--- config.mk ---
export PLATFORM = sky130hd
export DESIGN_NAME = rtcc_top
export DESIGN_NICKNAME = d
export VERILOG_FILES = /design/src/rtcc_pkg.sv /design/src/rtcc_top.sv
export SDC_FILE = /design/constraint.sdc
export NUM_CORES = 2
export LEC_CHECK = 0
export ABC_CLOCK_PERIOD_IN_PS = 2400
export BUFFER_PORTS_ARGS = -buffer_cell sky130_fd_sc_hd__buf_2
export CAP_MARGIN = 5
export CORE_AREA = 5 5 577 579
export DETAILED_ROUTE_END_ITERATION = 8
export DIE_AREA = 0 0 582 584
export PLACE_DENSITY = 0.64
export SLEW_MARGIN = 20
export SYNTH_ARGS = -nofsm -noshare
export SYNTH_HDL_FRONTEND = slang
export SYNTH_SLANG_ARGS = --single-unit
--- constraint.sdc ---
create_clock -name CORE_CLK -period 2.4 [get_ports CORE_CLK]
set_input_delay 0.24 -clock CORE_CLK [delete_from_list [all_inputs] [get_ports CORE_CLK]]
set_output_delay 0.24 -clock CORE_CLK [all_outputs]
set_load 0.005 [all_outputs]
--- src/rtcc_pkg.sv ---
// rtcc_pkg: constants, types and helpers of the retimer channel control block
package rtcc_pkg;
   localparam int NCH = 8;
   localparam int NPAIR = 4;
   // address layout: bit 12 global page, bit 11 broadcast, bits 10:8 channel, bits 7:2 index
   localparam int A_GLOB = 12;
   localparam int A_BCAST = 11;
   localparam int A_CH_LSB = 8;
   // channel register indices
   localparam logic [5:0] R_CTRL = 6'h00;
   localparam logic [5:0] R_BOOST = 6'h01;
   localparam logic [5:0] R_DFE = 6'h02;
   localparam logic [5:0] R_RATE = 6'h03;
   localparam logic [5:0] R_RATE_G0 = 6'h04;
   localparam logic [5:0] R_RATE_G1 = 6'h05;
   localparam logic [5:0] R_FIR_PEND = 6'h06;
   localparam logic [5:0] R_FIR_ACT = 6'h07;
   localparam logic [5:0] R_PRBS_GEN = 6'h08;
   localparam logic [5:0] R_PRBS_CHK = 6'h09;
   localparam logic [5:0] R_PRBS_ERR = 6'h0a;
   localparam logic [5:0] R_STATUS = 6'h0b;
   // global register indices
   localparam logic [5:0] R_XP_BASE = 6'h00;
   localparam logic [5:0] R_TABLE_BASE = 6'h10;
   // control register fields
   localparam int C_MODE = 0;
   localparam int C_BOOST_OVR = 2;
   localparam int C_LIMIT = 3;
   localparam int C_VGA = 4;
   localparam int C_HIGAIN = 5;
   localparam int C_DFE_OVR = 6;
   localparam int C_DFE_CONT = 7;
   localparam int C_CDR_RST = 8;
   localparam logic [7:0] CTRL_RST = 8'h20;
   // rate register fields: [0] manual, [4:1] standard selection, [6:5] divider
   localparam int RT_MAN = 0;
   localparam int RT_SEL = 1;
   localparam int RT_DIV = 5;
   localparam logic [3:0] RATE_STD_25G78 = 4'h0;
   localparam logic [23:0] RATE_GRP_RST = 24'h000000;
   // prbs fields and the cross-point source select bit
   localparam int G_PAT = 0;
   localparam int G_INV = 2;
   localparam int G_EN = 3;
   localparam int K_EN = 0;
   localparam int K_CLR = 1;
   localparam int K_RST = 2;
   localparam int K_PAT = 3;
   localparam logic [30:0] PRBS_SEED = 31'h7fffffff;
   localparam logic [5:0] CHK_FILL = 6'h1f;
   localparam int XP_BSEL = 2;

   typedef enum logic [1:0] {XP_DEFAULT = 2'h0, XP_FANOUT = 2'h1, XP_CROSS = 2'h2} rtcc_xp_t;
   typedef enum logic [1:0] {PAT_P7 = 2'h0, PAT_P9 = 2'h1, PAT_P15 = 2'h2, PAT_P31 = 2'h3} rtcc_pat_t;

   typedef struct packed {
      logic [1:0] adapt_mode;
      logic boost_limit;
      logic vga_en;
      logic eq_higain;
      logic dfe_cont;
      logic [7:0] eq_boost;
      logic [29:0] dfe_taps;
      logic rate_manual;
      logic [3:0] rate_sel;
      logic [1:0] rate_div;
      logic [23:0] rate_g0;
      logic [23:0] rate_g1;
      logic [17:0] fir_taps;
   } rtcc_chcfg_t;

   // feedback bit of the selected pattern polynomial
   function automatic logic rtcc_prbs_fb(input logic [30:0] s, input logic [1:0] p);
      logic fb;
      fb = 1'b0;
      unique case (p)
         PAT_P7: fb = s[6] ^ s[5];
         PAT_P9: fb = s[8] ^ s[4];
         PAT_P15: fb = s[14] ^ s[13];
         PAT_P31: fb = s[30] ^ s[27];
      endcase
      return fb;
   endfunction
endpackage

--- src/rtcc_top.sv ---
// rtcc_top: per-channel equalizer, rate, fir, prbs and cross-point control behind apb
`timescale 1ns/100ps
`default_nettype none
module rtcc_top
   import rtcc_pkg::*;
#(
   parameter int ERR_W = 16
) (
   input wire logic CORE_CLK,
   input wire logic RST_N,
   input wire logic PSEL,
   input wire logic PENABLE,
   input wire logic PWRITE,
   input wire logic [12:0] PADDR,
   input wire logic [31:0] PWDATA,
   output logic [31:0] PRDATA,
   output logic PREADY,
   output logic PSLVERR,
   input wire logic [NCH-1:0] RX_DATA,
   input wire logic [NCH-1:0] SIG_DET,
   input wire logic [NCH-1:0] CDR_LOCK,
   input wire logic [NCH-1:0][7:0] ADAPT_BOOST,
   input wire logic [NCH-1:0][29:0] ADAPT_DFE,
   output logic [NCH-1:0] TX_DATA,
   output rtcc_chcfg_t [NCH-1:0] CH_CFG,
   output logic [NCH-1:0] CDR_RST,
   output logic [15:0][7:0] BOOST_TABLE
);
   logic [5:0] idx;
   logic [2:0] chn;
   logic setup, wr, map_ok;
   logic [NCH-1:0] chw;
   logic [31:0] rd;
   logic [7:0] ctrl_q [NCH];
   logic [7:0] boost_man_q [NCH];
   logic [29:0] dfe_man_q [NCH];
   logic [6:0] rate_q [NCH];
   logic [23:0] g0_q [NCH];
   logic [23:0] g1_q [NCH];
   logic [17:0] fir_pend_q [NCH];
   logic [17:0] fir_act_q [NCH];
   logic [3:0] gen_q [NCH];
   logic [30:0] gen_st_q [NCH];
   logic [2:0] chk_q [NCH];
   logic [30:0] chk_st_q [NCH];
   logic [5:0] fill_q [NCH];
   logic [ERR_W-1:0] err_q [NCH];
   logic [2:0] xp_q [NPAIR];
   logic [7:0] table_q [16];
   logic [NCH-1:0] gfb, cfb, cerr, src, tx_d;
   logic [3*NCH-1:0] s1_q, s2_q, s3_q, flt_q;
   logic [NCH-1:0] rx_f, sd_f, lock_f;
   rtcc_chcfg_t [NCH-1:0] cfg_d;

   assign idx = PADDR[7:2];
   assign chn = PADDR[A_CH_LSB+2:A_CH_LSB];
   assign setup = PSEL & ~PENABLE;
   assign wr = PSEL & PENABLE & PREADY & PWRITE & map_ok;

   // broadcast reads have no single source, so they are refused
   always_comb begin
      if (PADDR[A_GLOB]) begin
         map_ok = (idx < 6'(NPAIR)) || (idx[5:4] == 2'b01);
      end else begin
         map_ok = (idx <= R_STATUS) && (PWRITE || !PADDR[A_BCAST]);
      end
   end

   always_comb begin
      for (int c = 0; c < NCH; c++) begin
         chw[c] = wr && !PADDR[A_GLOB] && (PADDR[A_BCAST] || chn == 3'(c));
      end
   end

   // pin inputs: three stages, a change counts once stages two and three agree
   always_ff @(posedge CORE_CLK or negedge RST_N) begin
      if (!RST_N) begin
         s1_q <= '0;
         s2_q <= '0;
         s3_q <= '0;
         flt_q <= '0;
      end else begin
         s1_q <= {CDR_LOCK, SIG_DET, RX_DATA};
         s2_q <= s1_q;
         s3_q <= s2_q;
         flt_q <= (s2_q & s3_q) | (flt_q & (s2_q | s3_q));
      end
   end
   assign rx_f = flt_q[NCH-1:0];
   assign sd_f = flt_q[2*NCH-1:NCH];
   assign lock_f = flt_q[3*NCH-1:2*NCH];

   // read data is formed in the setup cycle, so the slave never waits
   always_comb begin
      rd = '0;
      if (PADDR[A_GLOB]) begin
         if (idx[5:4] == 2'b01) begin
            rd[7:0] = table_q[idx[3:0]];
         end else if (idx < 6'(NPAIR)) begin
            rd[2:0] = xp_q[idx[1:0]];
         end
      end else begin
         unique case (idx)
            R_CTRL: rd[7:0] = ctrl_q[chn];
            R_BOOST: rd[7:0] = CH_CFG[chn].eq_boost;
            R_DFE: rd[29:0] = CH_CFG[chn].dfe_taps;
            R_RATE: rd[6:0] = rate_q[chn];
            R_RATE_G0: rd[23:0] = g0_q[chn];
            R_RATE_G1: rd[23:0] = g1_q[chn];
            R_FIR_PEND: rd[17:0] = fir_pend_q[chn];
            R_FIR_ACT: rd[17:0] = fir_act_q[chn];
            R_PRBS_GEN: rd[3:0] = gen_q[chn];
            R_PRBS_CHK: rd[4:0] = {chk_q[chn][2:1], 2'b00, chk_q[chn][0]};
            R_PRBS_ERR: rd[ERR_W-1:0] = err_q[chn];
            R_STATUS: rd[1:0] = {lock_f[chn], sd_f[chn]};
            default: rd = '0;
         endcase
      end
   end

   always_ff @(posedge CORE_CLK or negedge RST_N) begin
      if (!RST_N) begin
         PREADY <= 1'b0;
         PRDATA <= '0;
         PSLVERR <= 1'b0;
      end else begin
         PREADY <= setup;
         if (setup) begin
            PRDATA <= PWRITE ? 32'h0 : rd;
            PSLVERR <= !map_ok;
         end
      end
   end

   // equalizer controls
   always_ff @(posedge CORE_CLK or negedge RST_N) begin
      if (!RST_N) begin
         for (int c = 0; c < NCH; c++) begin
            ctrl_q[c] <= CTRL_RST;
            boost_man_q[c] <= '0;
            dfe_man_q[c] <= '0;
            CDR_RST[c] <= 1'b0;
         end
      end else begin
         for (int c = 0; c < NCH; c++) begin
            CDR_RST[c] <= chw[c] && idx == R_CTRL && PWDATA[C_CDR_RST];
            if (chw[c] && idx == R_CTRL) ctrl_q[c] <= PWDATA[7:0];
            if (chw[c] && idx == R_BOOST) boost_man_q[c] <= PWDATA[7:0];
            if (chw[c] && idx == R_DFE) dfe_man_q[c] <= PWDATA[29:0];
         end
      end
   end

   // rate configuration
   always_ff @(posedge CORE_CLK or negedge RST_N) begin
      if (!RST_N) begin
         for (int c = 0; c < NCH; c++) begin
            rate_q[c] <= {2'b00, RATE_STD_25G78, 1'b0};
            g0_q[c] <= RATE_GRP_RST;
            g1_q[c] <= RATE_GRP_RST;
         end
      end else begin
         for (int c = 0; c < NCH; c++) begin
            if (chw[c] && idx == R_RATE) rate_q[c] <= PWDATA[6:0];
            if (chw[c] && idx == R_RATE_G0) g0_q[c] <= PWDATA[23:0];
            if (chw[c] && idx == R_RATE_G1) g1_q[c] <= PWDATA[23:0];
         end
      end
   end

   // fir taps: staged, then applied together so no half-updated set reaches the driver
   always_ff @(posedge CORE_CLK or negedge RST_N) begin
      if (!RST_N) begin
         for (int c = 0; c < NCH; c++) begin
            fir_pend_q[c] <= '0;
            fir_act_q[c] <= '0;
         end
      end else begin
         for (int c = 0; c < NCH; c++) begin
            if (chw[c] && idx == R_FIR_PEND) fir_pend_q[c] <= PWDATA[17:0];
            if (chw[c] && idx == R_FIR_ACT && PWDATA[0]) fir_act_q[c] <= fir_pend_q[c];
         end
      end
   end

   // global page: cross-point pairs and boost table
   always_ff @(posedge CORE_CLK or negedge RST_N) begin
      if (!RST_N) begin
         for (int p = 0; p < NPAIR; p++) xp_q[p] <= {1'b0, XP_DEFAULT};
         for (int t = 0; t < 16; t++) table_q[t] <= '0;
      end else if (wr && PADDR[A_GLOB]) begin
         if (idx < 6'(NPAIR)) xp_q[idx[1:0]] <= PWDATA[2:0];
         if (idx[5:4] == 2'b01) table_q[idx[3:0]] <= PWDATA[7:0];
      end
   end

   // effective channel configuration
   always_comb begin
      for (int c = 0; c < NCH; c++) begin
         cfg_d[c].adapt_mode = ctrl_q[c][C_MODE+1:C_MODE];
         cfg_d[c].boost_limit = ctrl_q[c][C_LIMIT];
         cfg_d[c].vga_en = ctrl_q[c][C_VGA];
         cfg_d[c].eq_higain = ctrl_q[c][C_HIGAIN];
         cfg_d[c].dfe_cont = ctrl_q[c][C_DFE_CONT];
         // manual boost only in mode 0
         cfg_d[c].eq_boost = (ctrl_q[c][C_MODE+1:C_MODE] == 2'b00 && ctrl_q[c][C_BOOST_OVR]) ?
                             boost_man_q[c] : ADAPT_BOOST[c];
         cfg_d[c].dfe_taps = ctrl_q[c][C_DFE_OVR] ? dfe_man_q[c] : ADAPT_DFE[c];
         cfg_d[c].rate_manual = rate_q[c][RT_MAN];
         cfg_d[c].rate_sel = rate_q[c][RT_SEL+3:RT_SEL];
         cfg_d[c].rate_div = rate_q[c][RT_DIV+1:RT_DIV];
         cfg_d[c].rate_g0 = g0_q[c];
         cfg_d[c].rate_g1 = g1_q[c];
         cfg_d[c].fir_taps = fir_act_q[c];
      end
   end

   always_ff @(posedge CORE_CLK or negedge RST_N) begin
      if (!RST_N) begin
         CH_CFG <= '0;
         BOOST_TABLE <= '0;
      end else begin
         CH_CFG <= cfg_d;
         for (int t = 0; t < 16; t++) BOOST_TABLE[t] <= table_q[t];
      end
   end

   // prbs generator
   always_ff @(posedge CORE_CLK or negedge RST_N) begin
      if (!RST_N) begin
         for (int c = 0; c < NCH; c++) begin
            gen_q[c] <= '0;
            gen_st_q[c] <= PRBS_SEED;
         end
      end else begin
         for (int c = 0; c < NCH; c++) begin
            if (chw[c] && idx == R_PRBS_GEN) gen_q[c] <= PWDATA[3:0];
            if (gen_q[c][G_EN]) gen_st_q[c] <= {gen_st_q[c][29:0], gfb[c]};
            else gen_st_q[c] <= PRBS_SEED;
         end
      end
   end

   always_comb begin
      for (int c = 0; c < NCH; c++) begin
         gfb[c] = rtcc_prbs_fb(gen_st_q[c], gen_q[c][G_PAT+1:G_PAT]);
         src[c] = gen_q[c][G_EN] ? (gfb[c] ^ gen_q[c][G_INV]) : rx_f[c];
         cfb[c] = rtcc_prbs_fb(chk_st_q[c], chk_q[c][K_PAT-1:K_PAT-2]);
         cerr[c] = chk_q[c][K_EN] && fill_q[c] == CHK_FILL && rx_f[c] != cfb[c];
      end
   end

   // prbs checker; errors ignored until the shift register holds a full pattern state
   always_ff @(posedge CORE_CLK or negedge RST_N) begin
      if (!RST_N) begin
         for (int c = 0; c < NCH; c++) begin
            chk_q[c] <= '0;
            chk_st_q[c] <= '0;
            fill_q[c] <= '0;
            err_q[c] <= '0;
         end
      end else begin
         for (int c = 0; c < NCH; c++) begin
            if (chw[c] && idx == R_PRBS_CHK && (!PWDATA[K_EN] || PWDATA[K_RST])) begin
               chk_q[c] <= PWDATA[K_EN] ? {PWDATA[K_PAT+1:K_PAT], 1'b1} : 3'h0;
               chk_st_q[c] <= '0;
               fill_q[c] <= '0;
               err_q[c] <= '0;
            end else begin
               if (chw[c] && idx == R_PRBS_CHK) chk_q[c] <= {PWDATA[K_PAT+1:K_PAT], 1'b1};
               if (chk_q[c][K_EN]) begin
                  chk_st_q[c] <= {chk_st_q[c][29:0], rx_f[c]};
                  if (fill_q[c] != CHK_FILL) fill_q[c] <= fill_q[c] + 6'h01;
               end
               // clear counter only; an error in that cycle still counts
               if (chw[c] && idx == R_PRBS_CHK && PWDATA[K_CLR]) begin
                  err_q[c] <= ERR_W'(cerr[c]);
               end else if (cerr[c] && err_q[c] != '1) begin
                  err_q[c] <= err_q[c] + ERR_W'(1);
               end
            end
         end
      end
   end

   // cross-point selection
   always_comb begin
      for (int p = 0; p < NPAIR; p++) begin
         unique case (xp_q[p][1:0])
            XP_FANOUT: begin
               tx_d[2*p] = src[2*p+int'(xp_q[p][XP_BSEL])];
               tx_d[2*p+1] = src[2*p+int'(xp_q[p][XP_BSEL])];
            end
            XP_CROSS: begin
               tx_d[2*p] = src[2*p+1];
               tx_d[2*p+1] = src[2*p];
            end
            // own receiver, also for the unused code
            default: begin
               tx_d[2*p] = src[2*p];
               tx_d[2*p+1] = src[2*p+1];
            end
         endcase
      end
   end

   // whole pair changes on one edge
   always_ff @(posedge CORE_CLK or negedge RST_N) begin
      if (!RST_N) TX_DATA <= '0;
      else TX_DATA <= tx_d;
   end

   for (genvar p = 0; p < NPAIR; p++) begin : g_pair_chk
      xp_own_a: assert property (@(posedge CORE_CLK) disable iff (!RST_N)
         xp_q[p][1:0] == XP_DEFAULT |=> TX_DATA[2*p] == $past(src[2*p]))
         else $error("default mode lost own data");
      xp_cross_a: assert property (@(posedge CORE_CLK) disable iff (!RST_N)
         xp_q[p][1:0] == XP_CROSS |=> TX_DATA[2*p] == $past(src[2*p+1]) && TX_DATA[2*p+1] == $past(src[2*p]))
         else $error("lane crossing wrong");
      xp_fan_a: assert property (@(posedge CORE_CLK) disable iff (!RST_N)
         xp_q[p][1:0] == XP_FANOUT |=> TX_DATA[2*p] == TX_DATA[2*p+1])
         else $error("fanout pair differs");
   end

   for (genvar c = 0; c < NCH; c++) begin : g_ch_chk
      man_boost_a: assert property (@(posedge CORE_CLK) disable iff (!RST_N)
         ctrl_q[c][1:0] == 2'b00 && ctrl_q[c][C_BOOST_OVR] |=> CH_CFG[c].eq_boost == $past(boost_man_q[c]))
         else $error("manual boost not used");
      adapt_boost_a: assert property (@(posedge CORE_CLK) disable iff (!RST_N)
         RST_N && !ctrl_q[c][C_BOOST_OVR] |=> CH_CFG[c].eq_boost == $past(ADAPT_BOOST[c]))
         else $error("adapted boost not used");
      dfe_ovr_a: assert property (@(posedge CORE_CLK) disable iff (!RST_N)
         ctrl_q[c][C_DFE_OVR] |=> CH_CFG[c].dfe_taps == $past(dfe_man_q[c]))
         else $error("dfe override ignored");
      fir_apply_a: assert property (@(posedge CORE_CLK) disable iff (!RST_N)
         chw[c] && idx == R_FIR_ACT && PWDATA[0] |=> ##1 CH_CFG[c].fir_taps == $past(fir_pend_q[c], 2))
         else $error("fir apply missed");
      err_sat_a: assert property (@(posedge CORE_CLK) disable iff (!RST_N)
         err_q[c] == '1 && !chw[c] |=> err_q[c] == '1)
         else $error("error counter wrapped");
      cdr_pulse_a: assert property (@(posedge CORE_CLK) disable iff (!RST_N)
         CDR_RST[c] |=> !CDR_RST[c])
         else $error("cdr reset not a pulse");
   end

   bcast_wr_a: assert property (@(posedge CORE_CLK) disable iff (!RST_N)
      wr && !PADDR[A_GLOB] && PADDR[A_BCAST] && idx == R_CTRL |=> ctrl_q[0] == ctrl_q[NCH-1])
      else $error("broadcast did not reach all channels");
endmodule
`default_nettype wire

==> metrics.yaml <==
run_status:
  status: "complete, but fails checks"
  violations: "setup timing"
critical_path:
  critPathSlowestCell: "or4_4"
  startpoint_type: "flop"
  slowest_delay_ps: 610
  cp.arrival_ps: 3450
  worst-path-max-fanout: 7
  crit_family: "simple AND/OR/NAND/NOR gates"
  cp-end-kind: "flop"
  crit_type: "flop to flop"
  path_buf_inv: 4
  required_ps: 3220
  cp_common_cell: "buf_12"
  worstPathCellList: "nand4_1, buf_6, or4_4, or2_4, buf_12, nor2_4, buf_12, clkbuf_16, mux2_4"
clock_tree:
  clk_path_buf_depth: 4
  clk_latency_ps: 960
  cts_buffers: 341
  root_buffer: "clkbuf_16"
  path_clk_slew_ps: 60
  cts.sinks: 3172
  cts_tree: "yes"
  htree_num_levels: 5
min_path:
  hp-class: "input pin to flop"
place:
  dp.cells: 14100
  place.gp.congestion: 1.02
  dp_hpwl_um: 397000
  pre_cts_slack_ps: -676
  numPortBuffers: 1485
die:
  rows: 210
  dieWidth_um: 582
  core_area_um2: 327000
  dieArea_um2: 340000
  ios: 1492
  fp.dieH_um: 584
  start_util_pct: 37.8
synthesis:
  synth_seq_cells: 3172
  synth_area_leaders: "dfrtp_1 (59%), mux2_2 (13%), mux4_2 (6.8%)"
  ys_async_sr_fraction_pct: 100
  yosys.area.top_type_share_pct: 59.1
  ys_warn_count: 0
  yosys.cell_types.count: 80
  yosysTopAreaCell: "dfrtp_1"
  synthesis.area_um2: 123000
  synth_edf_count: 0
  synthFlopType: "dfrtp_1"
  syn-instance-count: 7982
  ys_seq_area_share_pct: 64.5
  syn_area_per_cell_um2: 15.5
sta:
  finalClockSkew_ps: 92.9
  clock.fmax_mhz: 381
  slew_headroom_pct: 14.7
  tightest_slew_ps: 1280
  fin_crit_ps: 2630
  hold_slack_ps: 62.3
  setup_violations: 880
  fin_crit_sh_pct: 109
  fin_setup_tns_ps: -95150
  hold_viol_final: 0
  finalMaxSlewViolations: 0
  grt_setup_unrepaired: "true"
  setup_ws_ps: -227
routing:
  final_antenna_net_count: 0
  wl_per_cell_um: 35.0
  routed_via_density: 5.56
  wirelength_um: 533000
  dr.pass1.iters: 6
  vias: 84500
  drc: 0
  drtIter0Drc: 8367
grt:
  grt_pass1_vias: 86700
  grt_usage_pct: 30.1
  grt_pass1_wl_um: 718000
  grt-ovfl-total: 0
  antenna_found_initial: 106
  grt_max_degree: 153
job:
  maxCapViolations: 0
power_and_ir_drop:
  powerDensity_nw_per_um2: 716
  irDropWorstVdd_v: 0.000599
  p_leak_nw: 75.4
cells_and_area:
  nNetsFinal: 11000
  layout_common_cells: "dfrtp_1 (2908), buf_2 (1473), mux2_2 (1057)"
  stdcell_count: 15200
  area_delta_synth_final_pct: 30.9
  final_common_cell: "dfrtp_1"
  drive_gt1_share_pct: 47.9
## cells by family after synthesis
| family | Yosys count | synth area share [%] |
|---|---|---|
| compound gates | 410 | 2.09 |
| mux | 2324 | 24.2 |
| flops | 3172 | 64.5 |
| simple gates | 1346 | 5.65 |
| buf+inv | 520 | 1.90 |
| xor+xnor | 161 | 1.15 |
| other cells | 1 | 0.00304 |
| fa+ha+maj | 48 | 0.438 |
## routing by layer
metal	up-vias	routed length (um)	GRT usage [%]
met2	4612	233000	44.9
li1	33600	-	-
met1	45100	208000	39.1
met5	-	282	0
met3	1151	53200	9.13
met4	40	38600	17.1
## Yosys cell counts (all sizes together), types with 5 or more instances
master,count
o22ai,41
a221oi,7
mux4,373
a21oi,114
a21o,6
buf,208
o31ai,20
nor4,16
a22oi,48
mux2,1591
nor2b,19
xor2,60
nand2b,247
nor2,500
o21ai,87
a31oi,8
nand2,202
nand4,72
nor3b,11
or3,43
clkbuf,266
a22o,6
mux2i,360
maj3,24
o211ai,13
inv,46
nand3,80
a32oi,5
a211oi,11
xnor2,101
a31o,6
and2,33
or4,28
dfstp,256
or2,12
nor3,32
and3,33
dfrtp,2916
o21a,7
and4,8
ha,24
a211o,5
## registers in the layout, summed over array words and instances (netlist names), 144 cells and up
register	count
chk_st_q	248
cfg_d	632
gen_st_q	248
dfe_man_q	240
CH_CFG	936
fir_pend_q	144
## path summary, 6_finish.rpt
path / startpoint / endpoint / slack, ps / cells past startpoint
worst max-delay path: PREADY / dfe_man_q[218] / -230 / 9
worst min-delay path: ADAPT_DFE[104] / CH_CFG[438] / 60 / 3
worst max register to register: PREADY / dfe_man_q[218] / -230 / 9
worst min register to register: s1_q[21] / s2_q[21] / 340 / 0
max in group asynchronous: RST_N / CH_CFG[1] / 1200 / 5
min in group asynchronous: RST_N / CH_CFG[700] / 100 / 3
## report_power, final
group	switching, W	total, W	internal (W)
Clock	0.0229	0.0548	0.0318
Sequential	0.000549	0.0545	0.0540
Combinational	0.00413	0.00651	0.00238
## stage by stage
| step | util (%) | total power [W] | instance area (um^2) |
|---|---|---|---|
| floorplan | - | 0.0569 | 124000 |
| global placement | 43.8 | 0.0613 | 143000 |
| detailed placement | 43.8 | 0.0614 | 143000 |
| CTS | 48.7 | 0.116 | 159000 |
| global route | 49.5 | 0.119 | 162000 |
| finish | 49.5 | 0.116 | 162000 |
## area by class of cell
class	count	area (um^2)
Tap cell	4346	5440
Timing Repair Buffer	2706	20900
Sequential cell	3172	79700
Clock inverter	134	1670
Fill cell	27600	165000
Multi-Input combinational cell	4293	43700
Clock buffer	489	9980
Antenna cell	32	80.1
Inverter	46	180
## timing repair
item / CTS / global route
pin swaps: 0 / 41
cloned: 1 / 31
endpoints found under the setup margin: 978 / 992
endpoints found under the hold margin: 2884 / 0
resized for setup: 59 / 399
hold buffers: 384 / 0
setup buffers: 1 / 37
## worst register-to-register path, stage by stage (launching register included)
cell and delay [ps]:
dfrtp_1 350, nand4_1 100, buf_6 140, or4_4 610, or2_4 330, buf_12 150
nor2_4 130, buf_12 190, clkbuf_16 240, mux2_4 310
(Power assumes the default switching activity.)
